--- src/design/rh_status_pkg.sv ---
package rh_status_pkg;

	// ----------------------------------------
	// register command codes
	// ----------------------------------------
	localparam logic [7:0] HUB_STATUS_RD = 8'h14;
	localparam logic [7:0] HUB_STATUS_WR = 8'h94;
	localparam logic [7:0] PORT_RD_BASE = 8'h15;
	localparam logic [7:0] PORT_WR_BASE = 8'h95;
	localparam logic [7:0] CONFIG_RD = 8'h20;
	localparam logic [7:0] CONFIG_WR = 8'ha0;
	localparam logic [7:0] INT_STATUS_RD = 8'h21;
	localparam logic [7:0] INT_STATUS_WR = 8'ha1;
	localparam logic [7:0] INT_MASK_RD = 8'h22;
	localparam logic [7:0] INT_MASK_WR = 8'ha2;

	// ----------------------------------------
	// root_hub_global_status fields
	// ----------------------------------------
	localparam int HUB_CLR_WAKE_BIT = 31;
	localparam int HUB_OC_CHG_BIT = 17;
	localparam int HUB_SET_POWER_BIT = 16;
	localparam int HUB_WAKE_BIT = 15;
	localparam int HUB_OC_BIT = 1;
	localparam int HUB_CLR_POWER_BIT = 0;

	// ----------------------------------------
	// root_hub_port_status fields
	// ----------------------------------------
	localparam int PRT_CONN_BIT = 0;
	localparam int PRT_EN_BIT = 1;
	localparam int PRT_SUSP_BIT = 2;
	localparam int PRT_OC_BIT = 3;
	localparam int PRT_RST_BIT = 4;
	localparam int PRT_PWR_BIT = 8;
	localparam int PRT_LS_BIT = 9;
	localparam int PRT_CHG_LSB = 16;
	localparam int CHG_CONN = 0;
	localparam int CHG_EN = 1;
	localparam int CHG_SUSP = 2;
	localparam int CHG_OC = 3;
	localparam int CHG_RST = 4;
	// write-side command bits of the status half
	localparam int CMD_CLR_EN_BIT = 0;
	localparam int CMD_SET_EN_BIT = 1;
	localparam int CMD_SET_SUSP_BIT = 2;
	localparam int CMD_CLR_SUSP_BIT = 3;
	localparam int CMD_SET_RST_BIT = 4;
	localparam int CMD_SET_PWR_BIT = 8;
	localparam int CMD_CLR_PWR_BIT = 9;

	// ----------------------------------------
	// config and interrupt fields
	// ----------------------------------------
	localparam int CFG_PER_PORT_PWR_BIT = 0;
	localparam int CFG_OC_PER_PORT_BIT = 1;
	localparam int CFG_MASK_LSB = 2;
	localparam int CFG_COUNT_LSB = 4;
	localparam logic [1:0] CFG_COUNT_RESET = 2'h2;
	localparam int INT_RESUME_BIT = 0;
	localparam int INT_HUB_OC_BIT = 1;
	localparam int INT_CONNECT_BIT = 2;
	localparam int NUM_PORTS = 2;

	// ----------------------------------------
	// timing
	// ----------------------------------------
	localparam int CLK_FREQ_HZ = 10000000;
	localparam int PORT_RESET_MS = 10;
	localparam int PORT_RESET_CYCLES = CLK_FREQ_HZ / 1000 * PORT_RESET_MS;
	localparam int RST_W = 17;

	// ----------------------------------------
	// types
	// ----------------------------------------
	typedef struct packed {
		logic [7:0] addr;
		logic [31:0] wdata;
		logic wr;
		logic rd;
	} reg_req_t;

	typedef struct packed {
		logic [RST_W-1:0] rst_cnt;
		logic [4:0] chg;
		logic ls;
		logic pwr;
		logic rst;
		logic oc;
		logic susp;
		logic en;
		logic conn;
		logic pend;
		logic [31:0] pend_data;
	} port_t;

	// sense vector: oc [1:0], connect [3:2], low speed [5:4]
	typedef struct packed {
		logic [5:0] s1;
		logic [5:0] s2;
		logic [5:0] s3;
		logic [5:0] q;
		port_t [NUM_PORTS-1:0] port;
		logic wake_en;
		logic hub_oc;
		logic hub_oc_chg;
		logic per_port_pwr;
		logic oc_per_port;
		logic [1:0] pwr_mask;
		logic [1:0] port_count;
		logic [2:0] int_stat;
		logic [2:0] int_mask;
		logic irq;
		logic resume_req;
		logic [31:0] rdata;
	} rh_state_t;

endpackage : rh_status_pkg

--- src/design/root_hub_status_registers.sv ---
// Operation
// - hub write bit 31 clears wakeup enable
// - hub overcurrent change set by hw, write-one-clear
// - local power bits 16 and 0 read zero
// - global mode: bit 16 powers all configured ports
// - per-port mode: bit 16 powers unmasked ports
// - global mode: bit 0 unpowers all ports
// - per-port mode: bit 0 unpowers unmasked ports
// - wakeup enabled connect change resumes suspended controller
// - hub write bit 15 sets wakeup enable
// - global overcurrent flag, zero when per-port
// - hub status read 14h, write 94h
// - one port register per configured port
// - status low half, change flags high half
// - port writes wait for transaction end
// - change flags at bits 20 to 16
// - status bits 4..0, power 8, low speed 9
// - masked ports ignore global power commands; the code does this only in per-port mode, global mode powers them too
//
// The strobed register port is this design's own decision.
`timescale 1ns/1ns
module root_hub_status_registers
	import rh_status_pkg::*;
#(
	parameter int RESET_CYCLES = PORT_RESET_CYCLES
) (
	// clock and reset
	input wire logic ref_clk,
	input wire logic resetn,
	// register port
	input wire reg_req_t bus_req,
	output logic [31:0] rd_data,
	output logic irq,
	// downstream port pins
	input wire logic [1:0] oc_sense_n,
	input wire logic [1:0] connect_sense,
	input wire logic [1:0] low_speed_sense,
	output logic [1:0] port_power,
	output logic [1:0] port_reset_out,
	// controller side
	input wire logic transaction_busy,
	input wire logic controller_suspend_state,
	output logic resume_req
);

	// ----------------------------------------
	// state
	// ----------------------------------------
	rh_state_t st_reg;
	rh_state_t st_next;
	logic [1:0] active;
	logic [1:0] conn_evt;
	logic hub_wr;

	function automatic logic [31:0] port_word(input port_t p);
		logic [31:0] w;
		w = 32'h0;
		w[PRT_CONN_BIT] = p.conn;
		w[PRT_EN_BIT] = p.en;
		w[PRT_SUSP_BIT] = p.susp;
		w[PRT_OC_BIT] = p.oc;
		w[PRT_RST_BIT] = p.rst;
		w[PRT_PWR_BIT] = p.pwr;
		w[PRT_LS_BIT] = p.ls;
		w[PRT_CHG_LSB +: 5] = p.chg;
		return w;
	endfunction : port_word

	// ----------------------------------------
	// next state
	// ----------------------------------------
	always_comb begin
		port_t p;
		logic [31:0] d;
		logic apply;
		logic wr_i;
		logic [31:0] w;
		logic [2:0] int_set;
		p = '0;
		d = 32'h0;
		apply = 1'b0;
		wr_i = 1'b0;
		w = 32'h0;
		int_set = 3'h0;
		st_next = st_reg;
		st_next.resume_req = 1'b0;
		st_next.rdata = 32'h0;
		hub_wr = bus_req.wr && (bus_req.addr == HUB_STATUS_WR);

		// three-stage sense sync; q follows once stages 2 and 3 agree
		st_next.s1 = {low_speed_sense, connect_sense, ~oc_sense_n};
		st_next.s2 = st_reg.s1;
		st_next.s3 = st_reg.s2;
		for (int b = 0; b < 6; b++) begin
			if (st_reg.s2[b] == st_reg.s3[b]) begin
				st_next.q[b] = st_reg.s2[b];
			end
		end

		// ports beyond the configured count stay idle
		for (int i = 0; i < NUM_PORTS; i++) begin
			active[i] = (2'(i) < st_reg.port_count);
		end

		// set, clear; a set in the same write wins
		if (hub_wr && bus_req.wdata[HUB_CLR_WAKE_BIT]) begin
			st_next.wake_en = 1'b0;
		end
		if (hub_wr && bus_req.wdata[HUB_WAKE_BIT]) begin
			st_next.wake_en = 1'b1;
		end

		// global flag from sensed pins, zero when per-port
		st_next.hub_oc = !st_reg.oc_per_port && |(st_next.q[1:0] & active);
		// clear by one, hardware change wins
		if (hub_wr && bus_req.wdata[HUB_OC_CHG_BIT]) begin
			st_next.hub_oc_chg = 1'b0;
		end
		if (st_next.hub_oc != st_reg.hub_oc) begin
			st_next.hub_oc_chg = 1'b1;
			int_set[INT_HUB_OC_BIT] = 1'b1;
		end

		for (int i = 0; i < NUM_PORTS; i++) begin
			p = st_reg.port[i];
			wr_i = bus_req.wr && (bus_req.addr == PORT_WR_BASE + 8'(i)) && active[i];
			// port writes go through pending slot, applied when idle
			apply = st_reg.port[i].pend && !transaction_busy;
			d = st_reg.port[i].pend_data;
			if (apply) begin
				p.pend = wr_i;
				p.pend_data = wr_i ? bus_req.wdata : 32'h0;
			end else if (wr_i) begin
				// commands are all one-actions, so merging by or is safe
				p.pend = 1'b1;
				p.pend_data = st_reg.port[i].pend_data | bus_req.wdata;
			end
			if (apply) begin
				p.chg = p.chg & ~d[PRT_CHG_LSB +: 5];
				if (!p.conn && (d[CMD_SET_EN_BIT] || d[CMD_SET_SUSP_BIT]
						|| d[CMD_SET_RST_BIT])) begin
					p.chg[CHG_CONN] = 1'b1;
				end else begin
					if (d[CMD_SET_EN_BIT]) begin
						p.en = 1'b1;
					end
					if (d[CMD_SET_SUSP_BIT]) begin
						p.susp = 1'b1;
					end
					if (d[CMD_SET_RST_BIT]) begin
						p.rst = 1'b1;
						p.rst_cnt = RST_W'(RESET_CYCLES);
					end
				end
				if (d[CMD_CLR_EN_BIT]) begin
					p.en = 1'b0;
				end
				if (d[CMD_CLR_SUSP_BIT] && p.susp) begin
					p.susp = 1'b0;
					p.chg[CHG_SUSP] = 1'b1;
				end
				// per-port commands reach only masked ports
				if (st_reg.per_port_pwr && st_reg.pwr_mask[i]) begin
					if (d[CMD_SET_PWR_BIT]) begin
						p.pwr = 1'b1;
					end
					if (d[CMD_CLR_PWR_BIT]) begin
						p.pwr = 1'b0;
					end
				end
			end

			if (hub_wr && bus_req.wdata[HUB_SET_POWER_BIT]
					&& (!st_reg.per_port_pwr || !st_reg.pwr_mask[i])) begin
				p.pwr = 1'b1;
			end
			if (hub_wr && bus_req.wdata[HUB_CLR_POWER_BIT]
					&& (!st_reg.per_port_pwr || !st_reg.pwr_mask[i])) begin
				p.pwr = 1'b0;
			end

			// hardware events after writes so a set beats a clear
			conn_evt[i] = active[i] && (st_next.q[2 + i] != st_reg.q[2 + i]);
			p.conn = st_next.q[2 + i];
			p.ls = st_next.q[4 + i] && st_next.q[2 + i];
			if (conn_evt[i]) begin
				p.chg[CHG_CONN] = 1'b1;
				int_set[INT_CONNECT_BIT] = 1'b1;
				if (!st_next.q[2 + i]) begin
					if (p.en) begin
						p.chg[CHG_EN] = 1'b1;
					end
					p.en = 1'b0;
					p.susp = 1'b0;
				end
			end
			p.oc = st_reg.oc_per_port && st_next.q[i];
			if (p.oc != st_reg.port[i].oc) begin
				p.chg[CHG_OC] = 1'b1;
			end
			if (p.oc && p.en) begin
				p.en = 1'b0;
				p.chg[CHG_EN] = 1'b1;
			end
			// reset done sets its flag and drops suspend change
			if (p.rst) begin
				if (p.rst_cnt <= RST_W'(1)) begin
					p.rst = 1'b0;
					p.rst_cnt = '0;
					p.en = 1'b1;
					p.chg[CHG_RST] = 1'b1;
					p.chg[CHG_SUSP] = 1'b0;
				end else begin
					p.rst_cnt = p.rst_cnt - RST_W'(1);
				end
			end
			if (!active[i]) begin
				p = '0;
			end
			st_next.port[i] = p;
		end

		if (st_reg.wake_en && controller_suspend_state && |conn_evt) begin
			st_next.resume_req = 1'b1;
			int_set[INT_RESUME_BIT] = 1'b1;
		end

		// config register
		if (bus_req.wr && bus_req.addr == CONFIG_WR) begin
			st_next.per_port_pwr = bus_req.wdata[CFG_PER_PORT_PWR_BIT];
			st_next.oc_per_port = bus_req.wdata[CFG_OC_PER_PORT_BIT];
			st_next.pwr_mask = bus_req.wdata[CFG_MASK_LSB +: 2];
			st_next.port_count = bus_req.wdata[CFG_COUNT_LSB +: 2];
		end
		if (bus_req.wr && bus_req.addr == INT_MASK_WR) begin
			st_next.int_mask = bus_req.wdata[2:0];
		end
		// sticky interrupt bits: clear by one, new event wins
		if (bus_req.wr && bus_req.addr == INT_STATUS_WR) begin
			st_next.int_stat = st_reg.int_stat & ~bus_req.wdata[2:0];
		end
		st_next.int_stat = st_next.int_stat | int_set;
		st_next.irq = |(st_next.int_stat & st_next.int_mask);

		// read data in the cycle after the strobe only
		if (bus_req.rd) begin
			w = 32'h0;
			if (bus_req.addr == HUB_STATUS_RD) begin
				w[HUB_OC_CHG_BIT] = st_reg.hub_oc_chg;
				w[HUB_WAKE_BIT] = st_reg.wake_en;
				w[HUB_OC_BIT] = st_reg.hub_oc;
			end else if (bus_req.addr == PORT_RD_BASE) begin
				w = port_word(st_reg.port[0]);
			end else if (bus_req.addr == PORT_RD_BASE + 8'h01) begin
				w = port_word(st_reg.port[1]);
			end else if (bus_req.addr == CONFIG_RD) begin
				w[CFG_PER_PORT_PWR_BIT] = st_reg.per_port_pwr;
				w[CFG_OC_PER_PORT_BIT] = st_reg.oc_per_port;
				w[CFG_MASK_LSB +: 2] = st_reg.pwr_mask;
				w[CFG_COUNT_LSB +: 2] = st_reg.port_count;
			end else if (bus_req.addr == INT_STATUS_RD) begin
				w[2:0] = st_reg.int_stat;
			end else if (bus_req.addr == INT_MASK_RD) begin
				w[2:0] = st_reg.int_mask;
			end
			st_next.rdata = w;
		end
	end

	// ----------------------------------------
	// registers
	// ----------------------------------------
	always_ff @(posedge ref_clk) begin
		if (!resetn) begin
			st_reg <= '0;
			st_reg.port_count <= CFG_COUNT_RESET;
		end else begin
			st_reg <= st_next;
		end
	end

	assign rd_data = st_reg.rdata;
	assign irq = st_reg.irq;
	assign resume_req = st_reg.resume_req;
	assign port_power = {st_reg.port[1].pwr, st_reg.port[0].pwr};
	assign port_reset_out = {st_reg.port[1].rst, st_reg.port[0].rst};
endmodule : root_hub_status_registers

--- config.mk ---
export PLATFORM = sky130hd
export DESIGN_NAME = root_hub_status_registers
export DESIGN_NICKNAME = d
export VERILOG_FILES = /design/src/design/rh_status_pkg.sv /design/src/design/root_hub_status_registers.sv
export SDC_FILE = /design/constraint.sdc
export NUM_CORES = 1
export LEC_CHECK = 0
export ABC_AREA = 1
export BUFFER_PORTS_ARGS = -buffer_cell sky130_fd_sc_hd__buf_2
export CORE_ASPECT_RATIO = 0.7
export CORE_MARGIN = 3
export CORE_UTILIZATION = 50
export DETAILED_ROUTE_END_ITERATION = 16
export HOLD_SLACK_MARGIN = 0.02
export PLACE_DENSITY = 0.71
export SLEW_MARGIN = 5
export SYNTH_ARGS = -nofsm -noshare
export SYNTH_HDL_FRONTEND = slang
export SYNTH_SLANG_ARGS = --single-unit
--- constraint.sdc ---
create_clock -name ref_clk -period 1.9 [get_ports ref_clk]
set_input_delay 0.285 -clock ref_clk [delete_from_list [all_inputs] [get_ports ref_clk]]
set_output_delay 0.285 -clock ref_clk [all_outputs]
set_load 0.01 [all_outputs]
==> impl_metrics.toml, run 1 <==
[synthesis]
synth_seq_area_share_pct = 43.2
syn_inst = 905
synth_top_cell_by_area = "dfxtp_1"
ys.flop_type = "dfxtp_1"
syn-mean-instance-area_um2 = 7.12
synth_top_area_share_pct = 43.2
synth_edf_count = 0
ys_ff_latch = 139
async_flop_share_pct = 0
synthTopCellsByArea = "dfxtp_1, nand2_1, inv_1, a21oi_1, nor2_1"
ys_types = 44
yosys_warnings = 0
synth_area_um2 = 6440

[timing]
finClkSkew_ns = 0.00719
tightestPinTransition_ns = 0.545
relSlewSlack_pct = 63.5
fin_ws_ns = 0.162
fmax_mhz = 575
grt_setup_unrepaired = "false"
min_period_over_period_pct = 91.5
slew_viol_final = 0
fin_crit_ns = 1.74
holdWs_ns = 0.0543
fin_tns_setup_ns = 0
setup_viol = 0
final_hold_viol_count = 0

[placement]
io_buffers = 54
gp_congestion = 0.909
place_ws_ns = 0.0289
dp_hpwl_um = 11600

[power]
power_mw = 6.67
powerDensity_nw_per_um2 = 874
seqPwrFrac_pct = 44.1
p_sw_mw = 1.40
combPwrFrac_pct = 3.4
internal_power_mw = 5.27
max-vdd-ir-drop_uv = 699
p_leak_nw = 3.56
swShare_pct = 21.0
p_clk_share_pct = 52.5

[clocking]
cts_buffers = 17
htree_levels = 4
cts-root-buf = "clkbuf_16"
clockBufferDepth = 2
cts_tree = "yes"
cts_sinks = 139
clk_pin_slew_worst_paths_ns = 0.06
clk_latency_ns = 0.42
cts_resized = 0

[worst_setup_path]
cp_max_fo = 16
critical_path_class = "flop to flop"
startpoint_type = "flop"
worstReg2RegStart = "st_reg[81]"
reg2reg_slack_ns = 0.16
endpoint = "st_reg[98]"
crit_arrival_ns = 2.05
cp.required_ns = 2.21
crit_start = "st_reg[81]"
r2r_end = "st_reg[98]"
end_kind = "flop"
ff2ff_path_depth = 9

[drt]
vias = 5973
drc = 0
wirelength_um = 15700
firstDrtPassIters = 5
wire_per_inst_um = 13.6
drt-initial-drc-count = 481
via_per_inst = 5.15
final_antenna_net_count = 0

[global_route]
gr-total-overflow = 0
antenna_found_initial = 0
grt_use_total_pct = 22.5
grt_pass1_vias = 5150
grt_pass1_wl_um = 25400
grt_max_degree = 26

[final_layout]
antennaDiodeCount = 0
layout-drive-gt1-share_pct = 17.2
largest_register_ffs = 107
layout.nets = 1036
area_growth_pct = 18.5

[flow_run]
max_cap_viol_count = 0

[floorplanning]
core_um2 = 12500
die_area_um2 = 14300
io_pins = 90
fp.dieH_um = 101
die_w_um = 142
initial_core_util_pct = 51.5
std_cell_rows = 34

[hold_path]
min_path_type = "primary input to flop"
hold_path_depth = 3

[run_status]
status = "finished, final reports clean"
## cells by family after synthesis
family / Yosys count / share of synthesized area, %
AO/OA/AOI/OAI: 137 / 12.2
XOR/XNOR: 9 / 1.22
buffers and inverters: 176 / 13.2
flip-flops: 139 / 43.2
other: 1 / 0.0582
AND/OR/NAND/NOR: 443 / 30.1
## metrics by stage
| stage | utilization (%) | std cells | instance area (µm²) |
|---|---|---|---|
| after global placement | 55.7 | 1123 | 6970 |
| final | 61.0 | 1159 | 7630 |
| after global routing | 61.0 | 1159 | 7630 |
| after CTS | 60.9 | 1157 | 7620 |
| after floorplan | - | 922 | 6510 |
| after detailed placement | 55.7 | 1123 | 6970 |
## critical path, stage by stage, from the launching register on
cell	delay, ns
dfxtp_1	0.41
nand4_4	0.26
buf_4	0.25
o21ai_2	0.05
nand2_1	0.09
nor2_2	0.16
nand3_2	0.09
nand2_2	0.13
buf_12	0.13
a21oi_1	0.04
## power groups by stage
stage	combinational, mW	sequential [mW]	clock, mW
6_report	0.224	2.94	3.50
5_1_grt	0.249	2.94	3.66
2_1_floorplan	0.135	3.00	0
4_1_cts	0.221	2.94	3.54
3_5_place_dp	0.217	3.01	0
3_3_place_gp	0.216	3.01	0
## timing repair
item                                    4_1_cts  5_1_grt
hold buffers                                  2        0
endpoints found under the setup margin        0       12
buffers inserted                              0        2
hold endpoints to repair                      2        0
## Yosys cell counts, drive strengths merged, types with 7 or more instances
cell type  count
nand2        244
dfxtp        139
inv          114
nor2         101
a21oi         71
nand3         66
buf           47
o21ai         39
clkbuf        14
nand4         13
nor3          11
xor2           7
## routing by layer
layer  wire length (µm)  vias to the layer above  GRT usage [%]
li1                   -                     2993              -
met1               7910                     2707           35.1
met2               6110                      254           30.3
met3               1520                       19           5.45
met4                195                        0           6.64
met5                  0                        -              0
## layout by cell type (no fill, tap or decap), types with 2 or more instances in the layout
cell type,synthesis,layout
nand2_4,2,2
o21ai_0,28,28
a31oi_1,4,4
o21bai_1,3,3
nor4_1,2,2
nor3_1,10,10
buf_4,37,43
o211ai_1,4,4
nand3_1,63,63
bufinv_16,0,4
xnor2_1,2,2
inv_1,113,113
conb_1,1,18
a21oi_1,71,71
o22ai_1,4,4
or2_2,3,3
nand2_2,6,6
dfxtp_1,139,139
nor2_2,9,9
nand3_2,3,3
o311ai_0,2,2
buf_12,0,5
nand4_1,11,11
clkinv_2,0,5
nor2_4,2,2
dlygate4sd3_1,0,2
o21ai_1,6,6
o21ai_2,5,5
a22oi_1,3,3
nand3b_1,3,3
clkinv_4,0,2
nor2_1,89,89
clkbuf_8,0,2
xor2_1,7,7
nand2_1,236,236
a31o_2,2,2
clkbuf_16,0,17
buf_2,4,54
## worst min-delay path by stage
stage / end / slack (ns) / start
final: st_next[187] / 0.05 / connect_sense[0]
after global routing: st_next[189] / 0.05 / low_speed_sense[0]
after CTS: st_next[187] / 0.04 / connect_sense[0]
after detailed placement: st_next[182] / 0.40 / st_next[188]
after global placement: st_next[179] / 0.39 / st_next[185]
after floorplan: st_next[185] / 0.36 / oc_sense_n[0]
## cell type report
class	count	area, µm²
clock buffer	20	457
tap	162	203
timing repair buffer	104	713
inverter	115	432
clock inverter	12	170
multi-input combinational	607	2870
sequential	139	2780
fill	1113	4880
(Power assumes the default switching activity.)
==> run 2: changes to the inputs <==
--- a/config.mk
+++ b/config.mk
@@ -5,14 +5,14 @@
 export SDC_FILE = /design/constraint.sdc
 export NUM_CORES = 1
 export LEC_CHECK = 0
-export ABC_AREA = 1
 export BUFFER_PORTS_ARGS = -buffer_cell sky130_fd_sc_hd__buf_2
+export CAP_MARGIN = 5
 export CORE_ASPECT_RATIO = 0.7
 export CORE_MARGIN = 3
 export CORE_UTILIZATION = 50
 export DETAILED_ROUTE_END_ITERATION = 16
 export HOLD_SLACK_MARGIN = 0.02
-export PLACE_DENSITY = 0.71
+export PLACE_DENSITY = 0.72
 export SLEW_MARGIN = 5
 export SYNTH_ARGS = -nofsm -noshare
 export SYNTH_HDL_FRONTEND = slang
==> run 2 against run 1 <==
  * Wire length shrank 7.6%
  * Synthesized cell count down 29%
  * Sequential share of layout area is 3.4 points higher
  * Maximum frequency is 5.1% lower
  * Clock skew is essentially flat
  * Die area shrank 9.3%
  * Via count decreased by 18%
  * Critical path type unchanged
  * Critical endpoint is now st_reg[109]
==> impl_metrics.toml, run 2 <==
[synthesis]
synth_edf_count = 0
ys_ff_latch = 139
synth.most_common_cell = "dfxtp_1"
ys_top_cells_by_count = "dfxtp_1, nor2_1, nand2_1"
synth_area_um2 = 5810
syn_inst = 642
yosys_warnings = 0
ys.flop_type = "dfxtp_1"
synthTopCellsByArea = "dfxtp_1, nor2_1, a22oi_1, buf_4, a21oi_1"
async_flop_share_pct = 0
synth_top_area_share_pct = 47.9
syn-mean-instance-area_um2 = 9.05
ys_types = 66
synth_seq_area_share_pct = 47.9
synth_top_cell_by_area = "dfxtp_1"

[final_layout]
final_util_pct = 62.6
fill_cells = 919
final_cell_mix = "dfxtp_1, nor2_1, nand2_1, buf_2, a21oi_1"
largest_register_ffs = 107
design_area_um2 = 6990
layout-drive-gt1-share_pct = 20.4
final_common_cell = "dfxtp_1"
area_growth_pct = 20.3
layout.nets = 766
fin_cells = 880
antennaDiodeCount = 0

[floorplanning]
die_w_um = 135
initial_core_util_pct = 52.0
core_um2 = 11200
die_area_um2 = 13000
io_pins = 90
std_cell_rows = 32
fp.dieH_um = 96.2

[drt]
wire_per_inst_um = 16.5
drc = 0
vias = 4913
final_antenna_net_count = 0
drt-initial-drc-count = 459
firstDrtPassIters = 6
wirelength_um = 14500
via_per_inst = 5.58

[timing]
grt_setup_unrepaired = "true"
slew_viol_final = 0
final_hold_viol_count = 0
finClkSkew_ns = 0.00712
tightestPinTransition_ns = 0.548
relSlewSlack_pct = 63.1
setup_viol = 0
fin_tns_setup_ns = 0
fin_crit_ns = 1.83
min_period_over_period_pct = 96.3
fmax_mhz = 546

[global_route]
grt_pass1_wl_um = 22700
antenna_found_initial = 0
gr-total-overflow = 0
grt_max_degree = 25
grt_pass1_vias = 4495
grt_use_total_pct = 22.7

[worst_setup_path]
end_kind = "flop"
reg2reg_slack_ns = 0.07
critical_path_class = "flop to flop"
crit_arrival_ns = 2.17
cp.required_ns = 2.24
startpoint_type = "flop"
cp_max_fo = 6

[power]
power_mw = 6.79
max-vdd-ir-drop_uv = 740
powerDensity_nw_per_um2 = 971
p_leak_nw = 2.78

[placement]
gp_congestion = 0.927
dp_hpwl_um = 10500
io_buffers = 54
place_area_um2 = 6270
place_inst = 843

[flow_run]
max_cap_viol_count = 0

[clocking]
cts_buffers = 17
clk_pin_slew_worst_paths_ns = 0.06
clockBufferDepth = 2
clk_latency_ns = 0.42
htree_levels = 4
cts-root-buf = "clkbuf_16"
cts_sinks = 139
cts_tree = "yes"

[run_status]
status = "finished, final reports clean"

[hold_path]
min_path_type = "primary input to flop"
## run 2: cell count changes in the layout (fill, tap and decap cells not counted), sizes merged, moves of 7 or more
cell / change
a21oi: -20
a22oi: +34
and2: +23
inv: -106
nand2: -189
nand2b: +7
nand3: -48
nand4: -13
nor2: -11
nor4: +8
o21ai: -31
xnor2: +12
## run 2: timing repair
action	in CTS	in global routing
pin swaps	0	3
hold buffers	2	0
endpoints found under the hold margin	2	0
endpoints found under the setup margin	14	18
resized for setup	1	2
setup buffers	0	3
## run 2: area by class of cell
| type | instances | area, µm² | area share, % |
|---|---|---|---|
| Clock buffer | 20 | 467 | 6.68 |
| Clock inverter | 12 | 193 | 2.76 |
| Inverter | 9 | 33.8 | 0.483 |
| Multi-Input combinational cell | 449 | 2690 | 38.5 |
| Sequential cell | 139 | 2780 | 39.8 |
| Tap cell | 153 | 191 | 2.74 |
| Timing Repair Buffer | 98 | 631 | 9.02 |
## run 2: layer usage
| metal | up-vias | share of wire, % | track usage [%] |
|---|---|---|---|
| met2 | 226 | 43 | 34.1 |
| met4 | 0 | 1.4 | 7.29 |
| met1 | 2321 | 46 | 31.8 |
| met5 | - | 0 | 0 |
| met3 | 19 | 9.9 | 5.96 |
| li1 | 2347 | - | - |
## run 2: critical path, cell delays in order (launching register included)
cell and delay, ns:
dfxtp_2 0.35, or4b_4 0.61, nor4_4 0.22, buf_4 0.18, nand3b_1 0.10, xor2_1 0.16
a21oi_1 0.14
## run 2: power by group
group / switching, mW / total (mW) / leakage [nW] / internal [mW]
Combinational: 0.139 / 0.209 / 1.34 / 0.0692
Sequential: 0.00985 / 2.94 / 1.12 / 2.93
Clock: 1.21 / 3.63 / 0.318 / 2.42
## run 2: path summary, 6_finish.rpt
kind / cells after the start / start / end
worst max register to register: 6 / st_reg[95] / st_reg[109]
worst min-delay path: 2 / connect_sense[1] / st_next[188]
worst max-delay path: 6 / st_reg[95] / st_reg[109]
worst min register to register: 1 / st_next[189] / st_next[183]
## run 2: kinds of logic (layout without fill, tap and decap cells)
group	count (synthesis)	count (layout)	share of synthesized area, %
AND/OR/NAND/NOR	260	260	23.8
adder cells (fa/ha/maj)	5	5	0.862
XOR/XNOR	27	27	4.07
flip-flops	139	139	47.9
other	1	18	0.0646
multiplexers	7	7	1.23
AO/OA/AOI/OAI	132	132	14.8
buffers and inverters	71	139	7.22
## run 2: per-stage QoR
step | hold WS, ns | setup slack [ns]
2_1_floorplan | 0.352 | 0.123
3_3_place_gp | 0.414 | 0.0333
3_5_place_dp | 0.418 | 0.0212
4_1_cts | 0.0590 | 0.0407
5_1_grt | 0.0621 | -0.00771
6_report | 0.0692 | 0.0695
==> run 3: changes to the inputs <==
--- a/config.mk
+++ b/config.mk
@@ -7,7 +7,7 @@
 export LEC_CHECK = 0
 export BUFFER_PORTS_ARGS = -buffer_cell sky130_fd_sc_hd__buf_2
 export CAP_MARGIN = 5
-export CORE_ASPECT_RATIO = 0.7
+export CORE_ASPECT_RATIO = 0.75
 export CORE_MARGIN = 3
 export CORE_UTILIZATION = 50
 export DETAILED_ROUTE_END_ITERATION = 16
==> run 3 against run 2 <==
  * Clock power fell by 8.8%
  * Global-route usage rose by 0.61 points
  * Die area barely moved
  * Largest power group unchanged
  * Highest routed layer unchanged
==> impl_metrics.toml, run 3 (same netlist as run 2, synthesis figures left out) <==
[hold_path]
min_path_type = "primary input to flop"

[floorplanning]
core_um2 = 11100
fp.dieH_um = 99.4
initial_core_util_pct = 52.1
die_w_um = 130
die_area_um2 = 13000
std_cell_rows = 33
io_pins = 90

[drt]
via_per_inst = 5.66
firstDrtPassIters = 5
wire_per_inst_um = 16.8
vias = 4893
wirelength_um = 14500
drc = 0
drt-initial-drc-count = 394
final_antenna_net_count = 0

[placement]
gp_congestion = 0.951
io_buffers = 54
place_ws_ns = -0.0446
dp_hpwl_um = 10500

[timing]
setup_viol = 0
grt_setup_unrepaired = "true"
fmax_mhz = 551
finClkSkew_ns = 0.00639
fin_crit_ns = 1.82
fin_ws_ns = 0.0843
fin_tns_setup_ns = 0
final_hold_viol_count = 0
relSlewSlack_pct = 63.5
slew_viol_final = 0
min_period_over_period_pct = 95.6
tightestPinTransition_ns = 0.542

[global_route]
antenna_found_initial = 0
grt_max_degree = 26
grt_pass1_vias = 4756
grt_pass1_wl_um = 23600
gr-total-overflow = 0
grt_use_total_pct = 23.3

[worst_setup_path]
max_stage_delay_ns = 0.57
cp_max_fo = 8
critical_path_class = "flop to flop"
startpoint_type = "flop"
end_kind = "flop"
path_buf_inv = 0
cpLargestDelayFamily = "simple AND/OR/NAND/NOR gates"
cp.required_ns = 2.19
crit_arrival_ns = 2.11
crit_chain = "or4_4 -> nor4b_4 -> nand3_2 -> nand2_2 -> a21oi_1"
crit_path_top_delay_cell = "or4_4"

[power]
p_leak_nw = 2.75
powerDensity_nw_per_um2 = 937
power_mw = 6.46
max-vdd-ir-drop_uv = 644

[final_layout]
layout.nets = 766
final_cell_mix = "dfxtp_1, nor2_1, nand2_1, buf_2, a21oi_1"
layout-drive-gt1-share_pct = 19.9
antennaDiodeCount = 0
area_growth_pct = 18.6
final_common_cell = "dfxtp_1"
largest_register_ffs = 107

[clocking]
clk_pin_slew_worst_paths_ns = 0.06
cts_sinks = 139
clk_latency_ns = 0.41
cts_buffers = 17
cts_setup_buffers = 0
clockBufferDepth = 2
cts_tree = "yes"
htree_levels = 4
cts-root-buf = "clkbuf_16"

[run_status]
status = "finished, final reports clean"

[flow_run]
max_cap_viol_count = 0
[run 3: changes by cell type in the layout (fill, tap and decap cells not counted), sizes merged]
cell      before  now
bufinv         5    3
clkinv         5    3
clkbuf        20   23
clkinvlp       3    2
[run 3: power by group]
part	switching [mW]	internal [mW]	leakage (nW)	total, mW
registers	0.0104	2.94	1.12	2.95
clock network	1.16	2.15	0.285	3.31
logic	0.137	0.0691	1.34	0.206
[run 3: cell type report]
cell class / count / area (µm²)
Clock buffer: 23 / 478
Clock inverter: 7 / 115
Fill cell: 945 / 4260
Inverter: 9 / 33.8
Multi-Input combinational cell: 449 / 2700
Sequential cell: 139 / 2780
Tap cell: 140 / 175
Timing Repair Buffer: 98 / 606
[run 3: timing repair]
action	4_1_cts	5_1_grt
hold buffers	2	0
pin swaps	0	1
cloned	0	0
hold endpoints to repair	2	0
resized for setup	1	3
endpoints found under the setup margin	10	18
[run 3: path summary, 6_finish.rpt]
check | startpoint | end | slack, ns | cells after the start
worst max-delay path | st_reg[102] | st_reg[103] | 0.08 | 5
worst max register to register | st_reg[102] | st_reg[103] | 0.08 | 5
worst min-delay path | connect_sense[0] | st_next[187] | 0.07 | 2
worst min register to register | st_next[189] | st_next[183] | 0.43 | 1
[run 3: metal layers]
| metal | vias to the layer above | share of wire, % | wire (µm) | GRT usage [%] |
|---|---|---|---|---|
| met5 | - | 0 | 0 | 0 |
| li1 | 2338 | - | - | - |
| met2 | 240 | 44 | 6420 | 34.2 |
| met4 | 0 | 1.8 | 257 | 8.54 |
| met1 | 2288 | 45 | 6460 | 32.9 |
| met3 | 27 | 9.5 | 1380 | 6.28 |
[run 3: per-stage QoR]
stage	area, µm²	cells	hold WS, ns	utilization [%]
floorplan	5870	659	0.352	-
global placement	6250	833	0.414	56.1
detailed placement	6250	833	0.423	56.1
CTS	6870	865	0.0686	61.6
global route	6890	865	0.0793	61.8
finish	6890	865	0.0743	61.8
